### config.mk
export PLATFORM = sky130hd
export DESIGN_NAME = chan_modem_regs
export DESIGN_NICKNAME = d
export VERILOG_FILES = /design/src/rtl/chan_modem_pkg.sv /design/src/rtl/chan_modem_regs.sv
export SDC_FILE = /design/constraint.sdc
export NUM_CORES = 1
export LEC_CHECK = 0
export ABC_AREA = 1
export BUFFER_PORTS_ARGS = -buffer_cell sky130_fd_sc_hd__buf_2
export CORE_ASPECT_RATIO = 0.5
export CORE_MARGIN = 2
export CORE_UTILIZATION = 60
export DETAILED_ROUTE_END_ITERATION = 7
export PLACE_DENSITY = 0.86
export RECOVER_POWER = 100
export SLEW_MARGIN = 20
export SYNTH_ARGS = -nofsm -noshare
export SYNTH_HDL_FRONTEND = slang
export SYNTH_SLANG_ARGS = --single-unit
### constraint.sdc
create_clock -name mclk -period 4.9 [get_ports mclk]
set_input_delay 0.735 -clock mclk [delete_from_list [all_inputs] [get_ports mclk]]
set_output_delay 0.735 -clock mclk [all_outputs]
set_load 0.01 [all_outputs]
### src/rtl/chan_modem_pkg.sv
// constants, types and default tables for the channel function and modem host block
// Overview of operation
// [RL1] A 4-bit code 0000..1100 written to the function register selects the channel function.
// [RL2] Each function code write loads default conversion and comparator settings.
// [RL3] Voltage output: input select 01, span 010, comparator off, level 0.
// [RL4] Current input external power, with or without modem: 01, 011, on, 0x49.
// [RL5] Current input loop power, with or without modem: 01, 100, on, 0x49.
// [RL6] Three or four wire probe: input select 11, span 101, comparator off, 0.
// [RL7] Two wire resistance: input select 00, span 100, comparator off, level 0.
// [RL8] Digital input, logic or loop powered: 00, 000, comparator on, level 0x49.
// [RL9] High-Z, current out, voltage in, current out with modem: all zero.
// [RL10] Every function write clears wiring, sink, reference and sets excitation to 11.
// [RL11] Reset sets reset flag, alert pin low; write one clears; software clears first.
// [RL12] Separate send and receive queues, 32 bytes each.
// [RL13] Writing the send port pushes a byte; reading the receive port pops one.
// [RL14] Send fill count below its low level raises a send-level event.
// [RL15] Receive fill count above its high level raises a receive-level event.
// [RL16] Both queue fill counts are readable in separate registers.
// [RL17] Any modem event flag set raises the modem summary in the alert status.
// [RL18] Suppressed modem events are still recorded but do not drive the alert pin.
// [RL19] Host register accesses become byte transfers to and from the modem.
// [RL20] Host picks modem function, waits 200 us, powers modem, fills queue, clears.
// [RL21] Setting request-to-send starts sending the queued bytes.
// [RL22] Host enables the paired sinking slot when measuring sourcing current.
// [RL23] Pushes to a full send queue are dropped; empty receive reads give zero.
package chan_modem_pkg;
   // register byte offsets
   localparam logic [7:0] OFS_FUNC = 8'h00;
   localparam logic [7:0] OFS_CONV = 8'h04;
   localparam logic [7:0] OFS_COMP = 8'h08;
   localparam logic [7:0] OFS_PROBE = 8'h0C;
   localparam logic [7:0] OFS_LOGIC_IN = 8'h10;
   localparam logic [7:0] OFS_ALERT = 8'h14;
   localparam logic [7:0] OFS_EVT = 8'h18;
   localparam logic [7:0] OFS_SUPP = 8'h1C;
   localparam logic [7:0] OFS_QCTL = 8'h20;
   localparam logic [7:0] OFS_TXQ = 8'h24;
   localparam logic [7:0] OFS_RXQ = 8'h28;
   localparam logic [7:0] OFS_TXCNT = 8'h2C;
   localparam logic [7:0] OFS_RXCNT = 8'h30;
   localparam logic [7:0] OFS_SETUP = 8'h34;
   localparam logic [7:0] OFS_LINE = 8'h38;
   // function codes
   localparam logic [3:0] FN_VOUT = 4'h1;
   localparam logic [3:0] FN_IIN_EXT = 4'h4;
   localparam logic [3:0] FN_IIN_LOOP = 4'h5;
   localparam logic [3:0] FN_RES2W = 4'h6;
   localparam logic [3:0] FN_RTD = 4'h7;
   localparam logic [3:0] FN_DIN = 4'h8;
   localparam logic [3:0] FN_DIN_LOOP = 4'h9;
   localparam logic [3:0] FN_IIN_EXT_M = 4'hB;
   localparam logic [3:0] FN_LAST = 4'hC;
   // alert status and modem event bit positions
   localparam int AL_RESET = 0;
   localparam int AL_MODEM = 1;
   localparam int EV_RX_HIGH = 0;
   localparam int EV_TX_LOW = 1;
   localparam int EV_RX_OVF = 2;
   localparam int EV_FRAME = 3;
   localparam int EV_TX_DONE = 4;
   localparam int EV_W = 5;
   // queue geometry and reset levels
   localparam logic [5:0] QDEPTH = 6'h20;
   localparam logic [5:0] TX_LVL_RST = 6'h01;
   localparam logic [5:0] RX_LVL_RST = 6'h1F;
   localparam logic [1:0] EXC_DEFAULT = 2'h3;
   localparam logic [7:0] LVL_MID = 8'h49;

   typedef struct packed {
      logic [1:0] primary_conversion_input_select;
      logic [2:0] primary_conversion_span;
      logic input_comparator_on;
      logic [7:0] input_comparator_level;
   } conv_defaults_t;

   typedef struct packed {
      logic [3:0] channel_function_select;
      conv_defaults_t conv;
      logic resistive_probe_wiring_select;
      logic [1:0] resistive_probe_excitation;
      logic input_sink_on;
      logic logic_input_level_reference;
   } front_end_cfg_t;

   localparam conv_defaults_t DEF_ZERO = '{2'h0, 3'h0, 1'b0, 8'h00};
   localparam conv_defaults_t DEF_VOUT = '{2'h1, 3'h2, 1'b0, 8'h00};
   localparam conv_defaults_t DEF_IIN_EXT = '{2'h1, 3'h3, 1'b1, LVL_MID};
   localparam conv_defaults_t DEF_IIN_LOOP = '{2'h1, 3'h4, 1'b1, LVL_MID};
   localparam conv_defaults_t DEF_RES2W = '{2'h0, 3'h4, 1'b0, 8'h00};
   localparam conv_defaults_t DEF_RTD = '{2'h3, 3'h5, 1'b0, 8'h00};
   localparam conv_defaults_t DEF_DIN = '{2'h0, 3'h0, 1'b1, LVL_MID};
   localparam front_end_cfg_t FE_RST = '{4'h0, DEF_ZERO, 1'b0, EXC_DEFAULT, 1'b0, 1'b0};

   typedef enum logic [3:0] {
      U_IDLE = 4'b0001,
      U_START = 4'b0010,
      U_DATA = 4'b0100,
      U_STOP = 4'b1000
   } uart_state_t;

   // conversion defaults for a function code
   function automatic conv_defaults_t fn_defaults(input logic [3:0] code);
      conv_defaults_t d;
      d = DEF_ZERO; // [RL9]
      case (code)
         FN_VOUT: d = DEF_VOUT; // [RL3]
         FN_IIN_EXT, FN_IIN_EXT_M: d = DEF_IIN_EXT; // [RL4]
         FN_IIN_LOOP, FN_LAST: d = DEF_IIN_LOOP; // [RL5]
         FN_RES2W: d = DEF_RES2W; // [RL7]
         FN_RTD: d = DEF_RTD; // [RL6]
         FN_DIN, FN_DIN_LOOP: d = DEF_DIN; // [RL8]
         default: d = DEF_ZERO;
      endcase
      return d;
   endfunction
endpackage

### src/rtl/chan_modem_regs.sv
// register bank, modem queues and serial bridge for one configurable channel
//
// The Avalon-MM register port and the placing of the registers were decided locally.
`timescale 1ns/100ps
module chan_modem_regs (
   input wire logic mclk,
   input wire logic rst,
   input wire logic [7:0] address,
   input wire logic read,
   input wire logic write,
   input wire logic [31:0] writedata,
   input wire logic [3:0] byteenable,
   output logic [31:0] readdata,
   output logic waitrequest,
   input wire logic modem_clk,
   input wire logic modem_rxd,
   output logic modem_txd,
   output chan_modem_pkg::front_end_cfg_t front_end,
   output logic alert_n
);
   import chan_modem_pkg::*;

   logic take, wr, rd_acc, rd_got;
   logic reset_occ, modem_on, rts;
   logic [EV_W-1:0] evt, suppress, evt_set, evt_clr;
   logic [5:0] tx_lvl, rx_lvl;
   logic [7:0] tx_mem [32];
   logic [7:0] rx_mem [32];
   logic [4:0] tx_wp, tx_rp, rx_wp, rx_rp;
   logic [5:0] tx_cnt, rx_cnt;
   logic tx_push, tx_pop, rx_push, rx_pop;
   logic [2:0] lclk_s;
   logic [1:0] rxd_s;
   logic link_edge;
   uart_state_t tx_st, rx_st;
   logic [7:0] tx_sh, rx_sh;
   logic [2:0] tx_bit, rx_bit;

   // request seen while waiting, accepted on the next edge
   assign take = (read | write) & waitrequest;
   assign wr = write & ~waitrequest & byteenable[0];
   assign rd_acc = read & ~waitrequest;

   // one wait cycle per access
   always_ff @(posedge mclk) begin
      if (rst) begin
         waitrequest <= 1'b1;
      end else begin
         waitrequest <= ~take; // [RL19]
      end
   end

   // front end configuration and function defaults
   always_ff @(posedge mclk) begin
      if (rst) begin
         front_end <= FE_RST;
      end else if (wr) begin
         case (address)
            OFS_FUNC: begin
               if (writedata[3:0] <= FN_LAST) begin // [RL1]
                  front_end.channel_function_select <= writedata[3:0];
                  front_end.conv <= fn_defaults(writedata[3:0]); // [RL2]
                  front_end.resistive_probe_wiring_select <= 1'b0; // [RL10]
                  front_end.resistive_probe_excitation <= EXC_DEFAULT; // [RL10]
                  front_end.input_sink_on <= 1'b0; // [RL10]
                  front_end.logic_input_level_reference <= 1'b0; // [RL10]
               end
            end
            OFS_CONV: begin
               front_end.conv.primary_conversion_input_select <= writedata[1:0];
               front_end.conv.primary_conversion_span <= writedata[4:2];
            end
            OFS_COMP: begin
               front_end.conv.input_comparator_level <= writedata[7:0];
               front_end.conv.input_comparator_on <= writedata[8];
            end
            OFS_PROBE: begin
               front_end.resistive_probe_wiring_select <= writedata[0];
               front_end.resistive_probe_excitation <= writedata[2:1];
            end
            OFS_LOGIC_IN: begin
               front_end.input_sink_on <= writedata[0];
               front_end.logic_input_level_reference <= writedata[1];
            end
            default: ;
         endcase
      end
   end

   // plain control registers
   always_ff @(posedge mclk) begin
      if (rst) begin
         suppress <= '0;
         tx_lvl <= TX_LVL_RST;
         rx_lvl <= RX_LVL_RST;
         modem_on <= 1'b0;
         rts <= 1'b0;
      end else if (wr) begin
         case (address)
            OFS_SUPP: suppress <= writedata[EV_W-1:0];
            OFS_QCTL: begin
               tx_lvl <= writedata[5:0];
               rx_lvl <= writedata[13:8];
            end
            OFS_SETUP: modem_on <= writedata[0];
            OFS_LINE: rts <= writedata[0];
            default: ;
         endcase
      end
   end

   // reset flag, cleared only by writing one
   always_ff @(posedge mclk) begin
      if (rst) begin
         reset_occ <= 1'b1; // [RL11]
      end else if (wr && address == OFS_ALERT && writedata[AL_RESET]) begin
         reset_occ <= 1'b0; // [RL11]
      end
   end

   // sticky modem events, a new event wins over a clear
   assign evt_clr = (wr && address == OFS_EVT) ? writedata[EV_W-1:0] : '0;
   always_comb begin
      evt_set = '0;
      evt_set[EV_RX_HIGH] = rx_cnt > rx_lvl; // [RL15]
      evt_set[EV_TX_LOW] = tx_cnt < tx_lvl; // [RL14]
      evt_set[EV_RX_OVF] = link_edge && rx_st == U_STOP && rxd_s[1] && rx_cnt == QDEPTH;
      evt_set[EV_FRAME] = link_edge && rx_st == U_STOP && !rxd_s[1];
      evt_set[EV_TX_DONE] = link_edge && tx_st == U_STOP && tx_cnt == 6'h00;
   end

   always_ff @(posedge mclk) begin
      if (rst) begin
         evt <= '0;
      end else begin
         evt <= (evt & ~evt_clr) | evt_set;
      end
   end

   // alert pin: reset flag or any unsuppressed event
   always_ff @(posedge mclk) begin
      if (rst) begin
         alert_n <= 1'b0;
      end else begin
         alert_n <= ~(reset_occ | (|(evt & ~suppress))); // [RL11] [RL18]
      end
   end

   // send queue
   assign tx_push = wr && address == OFS_TXQ && tx_cnt != QDEPTH; // [RL13] [RL23]
   always_ff @(posedge mclk) begin
      if (tx_push) begin
         tx_mem[tx_wp] <= writedata[7:0];
      end
   end

   always_ff @(posedge mclk) begin
      if (rst) begin
         tx_wp <= '0;
         tx_rp <= '0;
         tx_cnt <= '0;
      end else begin
         if (tx_push) begin
            tx_wp <= tx_wp + 5'd1;
         end
         if (tx_pop) begin
            tx_rp <= tx_rp + 5'd1;
         end
         tx_cnt <= tx_cnt + 6'(tx_push) - 6'(tx_pop); // [RL12]
      end
   end

   // receive queue
   assign rx_push = link_edge && rx_st == U_STOP && rxd_s[1] && rx_cnt != QDEPTH;
   assign rx_pop = rd_acc && address == OFS_RXQ && rd_got; // [RL13] [RL23]
   always_ff @(posedge mclk) begin
      if (rx_push) begin
         rx_mem[rx_wp] <= rx_sh;
      end
   end

   always_ff @(posedge mclk) begin
      if (rst) begin
         rx_wp <= '0;
         rx_rp <= '0;
         rx_cnt <= '0;
      end else begin
         if (rx_push) begin
            rx_wp <= rx_wp + 5'd1;
         end
         if (rx_pop) begin
            rx_rp <= rx_rp + 5'd1;
         end
         rx_cnt <= rx_cnt + 6'(rx_push) - 6'(rx_pop); // [RL12]
      end
   end

   // read data captured when the request is first seen
   always_ff @(posedge mclk) begin
      if (rst) begin
         readdata <= '0;
         rd_got <= 1'b0;
      end else if (take && read) begin
         rd_got <= address == OFS_RXQ && rx_cnt != 6'h00;
         case (address)
            OFS_FUNC: readdata <= {28'h000_0000, front_end.channel_function_select};
            OFS_CONV: readdata <= {27'h000_0000, front_end.conv.primary_conversion_span,
               front_end.conv.primary_conversion_input_select};
            OFS_COMP: readdata <= {23'h00_0000, front_end.conv.input_comparator_on,
               front_end.conv.input_comparator_level};
            OFS_PROBE: readdata <= {29'h0000_0000, front_end.resistive_probe_excitation,
               front_end.resistive_probe_wiring_select};
            OFS_LOGIC_IN: readdata <= {30'h0000_0000, front_end.logic_input_level_reference,
               front_end.input_sink_on};
            OFS_ALERT: readdata <= {30'h0000_0000, |evt, reset_occ}; // [RL17]
            OFS_EVT: readdata <= {27'h000_0000, evt}; // [RL18]
            OFS_SUPP: readdata <= {27'h000_0000, suppress};
            OFS_QCTL: readdata <= {18'h0_0000, rx_lvl, 2'h0, tx_lvl};
            OFS_RXQ: readdata <= (rx_cnt != 6'h00) ? {24'h00_0000, rx_mem[rx_rp]} : '0; // [RL23]
            OFS_TXCNT: readdata <= {26'h000_0000, tx_cnt}; // [RL16]
            OFS_RXCNT: readdata <= {26'h000_0000, rx_cnt}; // [RL16]
            OFS_SETUP: readdata <= {31'h0000_0000, modem_on};
            OFS_LINE: readdata <= {31'h0000_0000, rts};
            default: readdata <= '0;
         endcase
      end
   end

   // link clock and receive line synchronisers
   always_ff @(posedge mclk) begin
      if (rst) begin
         lclk_s <= '0;
         rxd_s <= 2'b11;
      end else begin
         lclk_s <= {lclk_s[1:0], modem_clk};
         rxd_s <= {rxd_s[0], modem_rxd};
      end
   end
   assign link_edge = lclk_s[1] & ~lclk_s[2];

   // byte sender: start, eight bits low first, stop
   assign tx_pop = link_edge && tx_st == U_IDLE && modem_on && rts && tx_cnt != 6'h00;
   always_ff @(posedge mclk) begin
      if (rst) begin
         tx_st <= U_IDLE;
         tx_sh <= '0;
         tx_bit <= '0;
         modem_txd <= 1'b1;
      end else if (link_edge) begin
         unique case (tx_st)
            U_IDLE: begin
               if (tx_pop) begin // [RL21]
                  tx_sh <= tx_mem[tx_rp];
                  modem_txd <= 1'b0;
                  tx_st <= U_START;
               end
            end
            U_START: begin
               modem_txd <= tx_sh[0];
               tx_sh <= tx_sh >> 1;
               tx_bit <= 3'd1;
               tx_st <= U_DATA;
            end
            U_DATA: begin
               if (tx_bit == 3'd0) begin
                  modem_txd <= 1'b1;
                  tx_st <= U_STOP;
               end else begin
                  modem_txd <= tx_sh[0];
                  tx_sh <= tx_sh >> 1;
                  tx_bit <= tx_bit + 3'd1;
               end
            end
            U_STOP: tx_st <= U_IDLE;
         endcase
      end
   end

   // byte receiver, sampled on each link clock rise
   always_ff @(posedge mclk) begin
      if (rst) begin
         rx_st <= U_IDLE;
         rx_sh <= '0;
         rx_bit <= '0;
      end else if (!modem_on) begin
         rx_st <= U_IDLE;
      end else if (link_edge) begin
         unique case (rx_st)
            U_IDLE: if (!rxd_s[1]) rx_st <= U_START;
            U_START: begin
               rx_sh <= {rxd_s[1], rx_sh[7:1]};
               rx_bit <= 3'd1;
               rx_st <= U_DATA;
            end
            U_DATA: begin
               rx_sh <= {rxd_s[1], rx_sh[7:1]};
               rx_bit <= rx_bit + 3'd1;
               if (rx_bit == 3'd7) rx_st <= U_STOP;
            end
            U_STOP: rx_st <= U_IDLE; // [RL19]
         endcase
      end
   end
endmodule // chan_modem_regs

Yosys cells after proc, flatten, opt, wreduce, memory -nomap -nowiden

Memory sizes are Yosys's and may differ from the RTL's. A register that Yosys moved wholly into a read port is not among the register bits.
Index checks and enable logic that the tools add are counted.

Word-level logic and storage cells: 184
ROM bits: 144
Register bits after elaboration: 151
Memories: 3
Bits in writable memories: 512
Input port bits: 50

Memories:

| name             | words | width | rd ports | clocked after memory_dff | wr ports | line                  | source |
|---|---|---|---|---|---|---|---|
| rx_mem           | 32    | 8     | 1        | 1                        | 1        | chan_modem_regs.sv:28 | `logic [7:0] rx_mem [32];` |
| tx_mem           | 32    | 8     | 1        | 1                        | 1        | chan_modem_regs.sv:27 | `logic [7:0] tx_mem [32];` |
| (name not given) | 16    | 9     | 1        | 0                        | 0        | chan_modem_pkg.sv:105 | `case (code)` |

Eq/ne operators: 32
Multiplexer cells: 31
Add/sub/neg operators: 10
Bitwise gates (word level): 17
Magnitude comparators: 3
Reduce and logical (&&, ||, !) cells: 53

Operators by type and width:

| operator                                             | count |
|---|---|
| case mux 14 bit (14 select lines)                    | 1 |
| equality test 8 x 6 -> 1 bit (second input constant) | 7 |
| AND reduction 3 bit                                  | 11 |
| equality test 8 x 5 -> 1 bit (second input constant) | 4 |
| case mux 4 bit (4 select lines)                      | 2 |
| two-way mux 5 bit                                    | 5 |
| two-way mux 8 bit                                    | 3 |
| case mux 8 bit (3 select lines)                      | 1 |
| adder 5 x 1 -> 5 bit (second input constant)         | 4 |
| logical AND 1 bit                                    | 20 |
| two-way mux 19 bit                                   | 1 |
| case mux 3 bit (2 select lines)                      | 3 |
| case mux 9 bit (2 select lines)                      | 1 |
| equality test 8 x 4 -> 1 bit (second input constant) | 2 |
| two-way mux 4 bit                                    | 4 |
| adder 6 x 1 -> 6 bit                                 | 2 |
| inequality test 2 bit (second input constant)        | 6 |
| inequality test 6 bit (second input constant)        | 2 |
| nonzero test 2 bit                                   | 6 |
| nonzero test 6 bit                                   | 2 |
| subtractor 6 x 1 -> 6 bit                            | 2 |
| AND 5 bit                                            | 2 |
| inverter 5 bit                                       | 2 |
| case mux 5 bit (2 select lines)                      | 1 |
| other kinds (28)                                     | 52 |

Longest topological paths before layout

Depth after elaboration: 8
Depth in mapped cells: 18
Mapped depth without buffers: 18

Least setup slack after synthesis

No wires, ideal clock.

Path type: input port to flip-flop
From: input port address[7]
To: register rx_cnt[4]
Stages on the path: 16
Setup slack: 2,214 ps
Arrival time: 2,616 ps
Required time: 4,830 ps
Cells stage by stage: nor2_2 -> nand3_2 -> inv_1 -> nand2_1 -> nor2_2 -> ha_1 -> inv_1 -> ha_1 -> fa_1 -> nand2_1 -> inv_1 -> nor2_1 -> nor2_1 -> nor2_1 -> o21ai_0 -> a21oi_1

Longest elaborated chain between the ends: 4

RTL lines:

| element                        | line                   | source |
|---|---|---|
| from (decl)                    | chan_modem_regs.sv:8   | `input wire logic [7:0] address,` |
| equality test 8 x 6 -> 1 bit   | chan_modem_regs.sv:175 | `assign rx_pop = rd_acc && address == OFS_RXQ && rd_got;` |
| logical AND 1 bit (2 in a row) | chan_modem_regs.sv:175 |  |
| via rx_pop                     | chan_modem_regs.sv:31  | `logic tx_push, tx_pop, rx_push, rx_pop;` |
| subtractor 6 x 1 -> 6 bit      | chan_modem_regs.sv:194 | `rx_cnt <= rx_cnt + 6'(rx_push) - 6'(rx_pop);` |
| to (signal assigned)           | chan_modem_regs.sv:194 |  |
| to (decl)                      | chan_modem_regs.sv:30  | `logic [5:0] tx_cnt, rx_cnt;` |

The timed path passes the listed nets, and every way through them passes these cells.
A chain may end at the register's enable or synchronous reset.

==> impl_metrics.py <==
metrics = {
    "synthesis": {
        "yosysWarnings": 0,
        "yosys_most_used_dff": "edfxtp_1",
        "synth_edf_count": 512,
        "syn_inst": 2824,
        "synth_area_leaders": "edfxtp_1 54%, dfxtp_1 10%, nand2_1 9.9%, nand3_1 4.9%, nor2_1 3.7%",
        "synthArstFlopShare_pct": 0,
        "synth_top_cell_by_area": "edfxtp_1",
        "ys_ff_latch": 655,
        "ys_seq_area_share_pct": 64.5,
        "avgSynthCellArea_um2": 10.0,
        "yosysUniqueCellTypes": 49,
        "synth_top_area_share_pct": 54.3,
        "netlist_area_mm2": 0.0283,
    },
    "setup_path": {
        "crit_type": "reg -> reg",
        "worst_path_most_repeated_cell": "nand3_1",
        "crit_path_max_fanout": 75,
        "cp_slowest_cell": "inv_1",
        "start_kind": "flip-flop",
        "end_kind": "flip-flop",
        "arrival_ps": 4490,
        "cp_cell_sequence": "inv_1 > buf_4 > nor2_1 > nor2_1 > o21ai_0 > o211ai_1 > nand3_1 > nand3_1 > nand3_1 > a21oi_1",
        "cp.required_ps": 5380,
        "worst_path_largest_cell_delay_ps": 1760,
    },
    "placed_design": {
        "gp_congestion": 0.909,
        "port_buffers": 68,
        "place_area_mm2": 0.0290,
        "dp_slack_ps": 1400,
        "place_hpwl_mm": 42.1,
    },
    "timing": {
        "grt_setup_unrepaired": "false",
        "finalCritPeriodShare_pct": 81.9,
        "fin_ws_ps": 889,
        "drv_slew": 719,
        "worst_slew_pin_slew_ps": 3070,
        "slew_headroom_pct": -104,
        "period_needed_ps": 4010,
        "setup_tns_ps": 0,
        "max_freq_mhz": 249,
        "setup_viol_count_final": 0,
        "clock_skew_ps": 21.5,
        "hold_violations": 0,
    },
    "floorplanning": {
        "dieArea_mm2": 0.0490,
        "die_h_um": 158,
        "start_util_pct": 60.6,
        "pin_count": 108,
        "core_mm2": 0.0467,
        "die_x_um": 311,
        "rows": 56,
    },
    "route": {
        "ant_nets": 0,
        "finalWirelength_mm": 68.9,
        "post_drt_via_cell_ratio": 5.95,
        "drc_errors": 0,
        "vias": 21047,
        "dr.pass1.iters": 6,
        "wl_per_cell_um": 19.5,
        "dr.first_iter.drc_count": 3061,
    },
    "clock_network": {
        "numCtsBuffers": 55,
        "h-tree-depth": 2,
        "cts_resized": 0,
        "clockBufferDepth": 3,
        "clock_latency_ps": 600,
        "cts_root_buf": "clkbuf_16",
        "cts_tree": "yes",
        "post_cts_buffers": 0,
        "cts_sinks": 655,
        "clk_pin_slew_worst_paths_ps": 70,
        "ctsHoldBuffers": 0,
    },
    "global_route": {
        "grt_pass1_wl_mm": 106,
        "overflow": 0,
        "antenna_found_initial": 0,
        "grt_util_all_layers_pct": 27.5,
        "first_global_vias": 20120,
        "grt_max_degree": 108,
    },
    "power": {
        "irDropWorstVdd_uv": 301,
        "p_per_area_mw_per_mm2": 339,
        "p_leak_nw": 11.3,
    },
    "cells_and_area": {
        "nets": 2951,
        "area_delta_synth_final_pct": 8.16,
        "antenna_cells": 0,
        "layout-drive-gt1-share_pct": 5.24,
        "stdcell_area_mm2": 0.0306,
    },
    "run": {
        "cap_violations": 17,
    },
    "status": {
        "violations": "capacitance limit, slew limit",
        "outcome": "complete, but fails checks",
    },
    "hold_path": {
        "hp-class": "in -> reg",
    },
}
==> state kept, by name, indices dropped and copies added, names as in the netlist, 2 cells and up, named ones only <==
register	cells
tx_cnt	6
tx_st	4
readdata	14
tx_rp	5
suppress	5
tx_sh	8
lclk_s	3
rx_mem	256
front_end	23
tx_lvl	6
rx_sh	8
rx_wp	5
evt	5
tx_bit	3
rx_lvl	6
rx_st	4
tx_wp	5
rx_rp	5
rx_bit	3
rxd_s	2
tx_mem	256
rx_cnt	6
==> through the flow <==
stage | cells | power (W) | hold WS, ps | utilization, %
2_1_floorplan | 2841 | 0.00614 | 388 | -
3_3_place_gp | 3434 | 0.00620 | 399 | 62.2
3_5_place_dp | 3434 | 0.00620 | 398 | 62.2
4_1_cts | 3536 | 0.0104 | 339 | 65.9
5_1_grt | 3536 | 0.0106 | 339 | 65.6
6_report | 3536 | 0.0104 | 341 | 65.6
==> area by class of cell <==
cell class                      instances  area [um^2]
Clock buffer                           72         1480
Clock inverter                         30          248
Fill cell                            3364        16100
Inverter                              225          846
Multi-Input combinational cell       1818         8530
Sequential cell                       655        18200
Tap cell                              638          798
Timing Repair Buffer                   98          443
==> worst paths after layout <==
kind / slack [ps] / to / depth (start not counted) / start
worst max-delay path: 890 / tx_sh[7] / 10 / flip-flop
worst min register to register: 410 / rxd_s[1] / 1 / rxd_s[0]
worst max register to register: 890 / tx_sh[7] / 10 / flip-flop
worst min-delay path: 340 / rxd_s[0] / 2 / modem_rxd
==> power breakdown <==
group | switching (W) | leakage (nW) | internal (W)
clock | 0.00195 | 0.841 | 0.00234
sequential | 0.00000315 | 5.29 | 0.00594
combinational | 0.000113 | 5.20 | 0.0000232
total | 0.00207 | 11.3 | 0.00831
==> cells in the final DEF (no fill, tap or decap), types with 4 or more instances in the layout <==
cell | netlist | layout
nand2_1 | 747 | 751
edfxtp_1 | 512 | 512
nor2_1 | 281 | 285
nand3_1 | 279 | 280
inv_1 | 210 | 212
o21ai_0 | 146 | 146
a21oi_1 | 143 | 143
dfxtp_1 | 143 | 139
clkbuf_1 | 54 | 80
clkbuf_16 | 0 | 57
ha_1 | 46 | 46
o211ai_1 | 29 | 29
o31ai_1 | 21 | 21
buf_2 | 50 | 21
conb_1 | 1 | 18
clkinv_1 | 6 | 16
nor3_1 | 12 | 12
nand4_1 | 11 | 11
clkinv_2 | 0 | 11
buf_4 | 21 | 11
o221ai_1 | 9 | 9
nand3_2 | 7 | 6
nand2_2 | 10 | 6
inv_2 | 9 | 6
a211oi_1 | 6 | 6
a31oi_1 | 6 | 6
nor2_2 | 7 | 5
nor2_4 | 7 | 5
nor4_1 | 4 | 4
bufinv_16 | 0 | 4
==> cell usage after synthesis, types with 12 or more instances <==
cell,instances
buf_2,50
nand3_1,279
o31ai_1,21
o21ai_0,146
nor2_1,281
clkbuf_1,54
a21oi_1,143
buf_1,15
nand2_1,747
ha_1,46
o211ai_1,29
nor3_1,12
dfxtp_1,143
edfxtp_1,512
buf_4,21
inv_1,210
==> routing by layer <==
metal  track usage (%)  vias to the layer above  routed length (um)
met5                 0                        -                   0
met4              12.1                        0                3120
met3              4.87                      246                6940
met2              48.3                     1277               33900
met1              33.8                     9923               24900
li1                  -                     9601                   -
==> critical path: cells and delay by family (launching register included) <==
kind	cells	cell delay, ps
and+or+nand+nor	5	520
AOI/OAI and AO/OA	3	410
DFF	1	530
buffers and inverters	2	2350
==> cells by family after synthesis <==
logic type / Yosys count / share of synthesized area, %
and+or+nand+nor: 1375 / 20.4
DFF: 655 / 64.5
AOI/OAI and AO/OA: 377 / 7.47
buffers and inverters: 368 / 5.45
adders and majority gates: 48 / 2.18
other: 1 / 0.0133
Power figures use the tool's default switching activity.
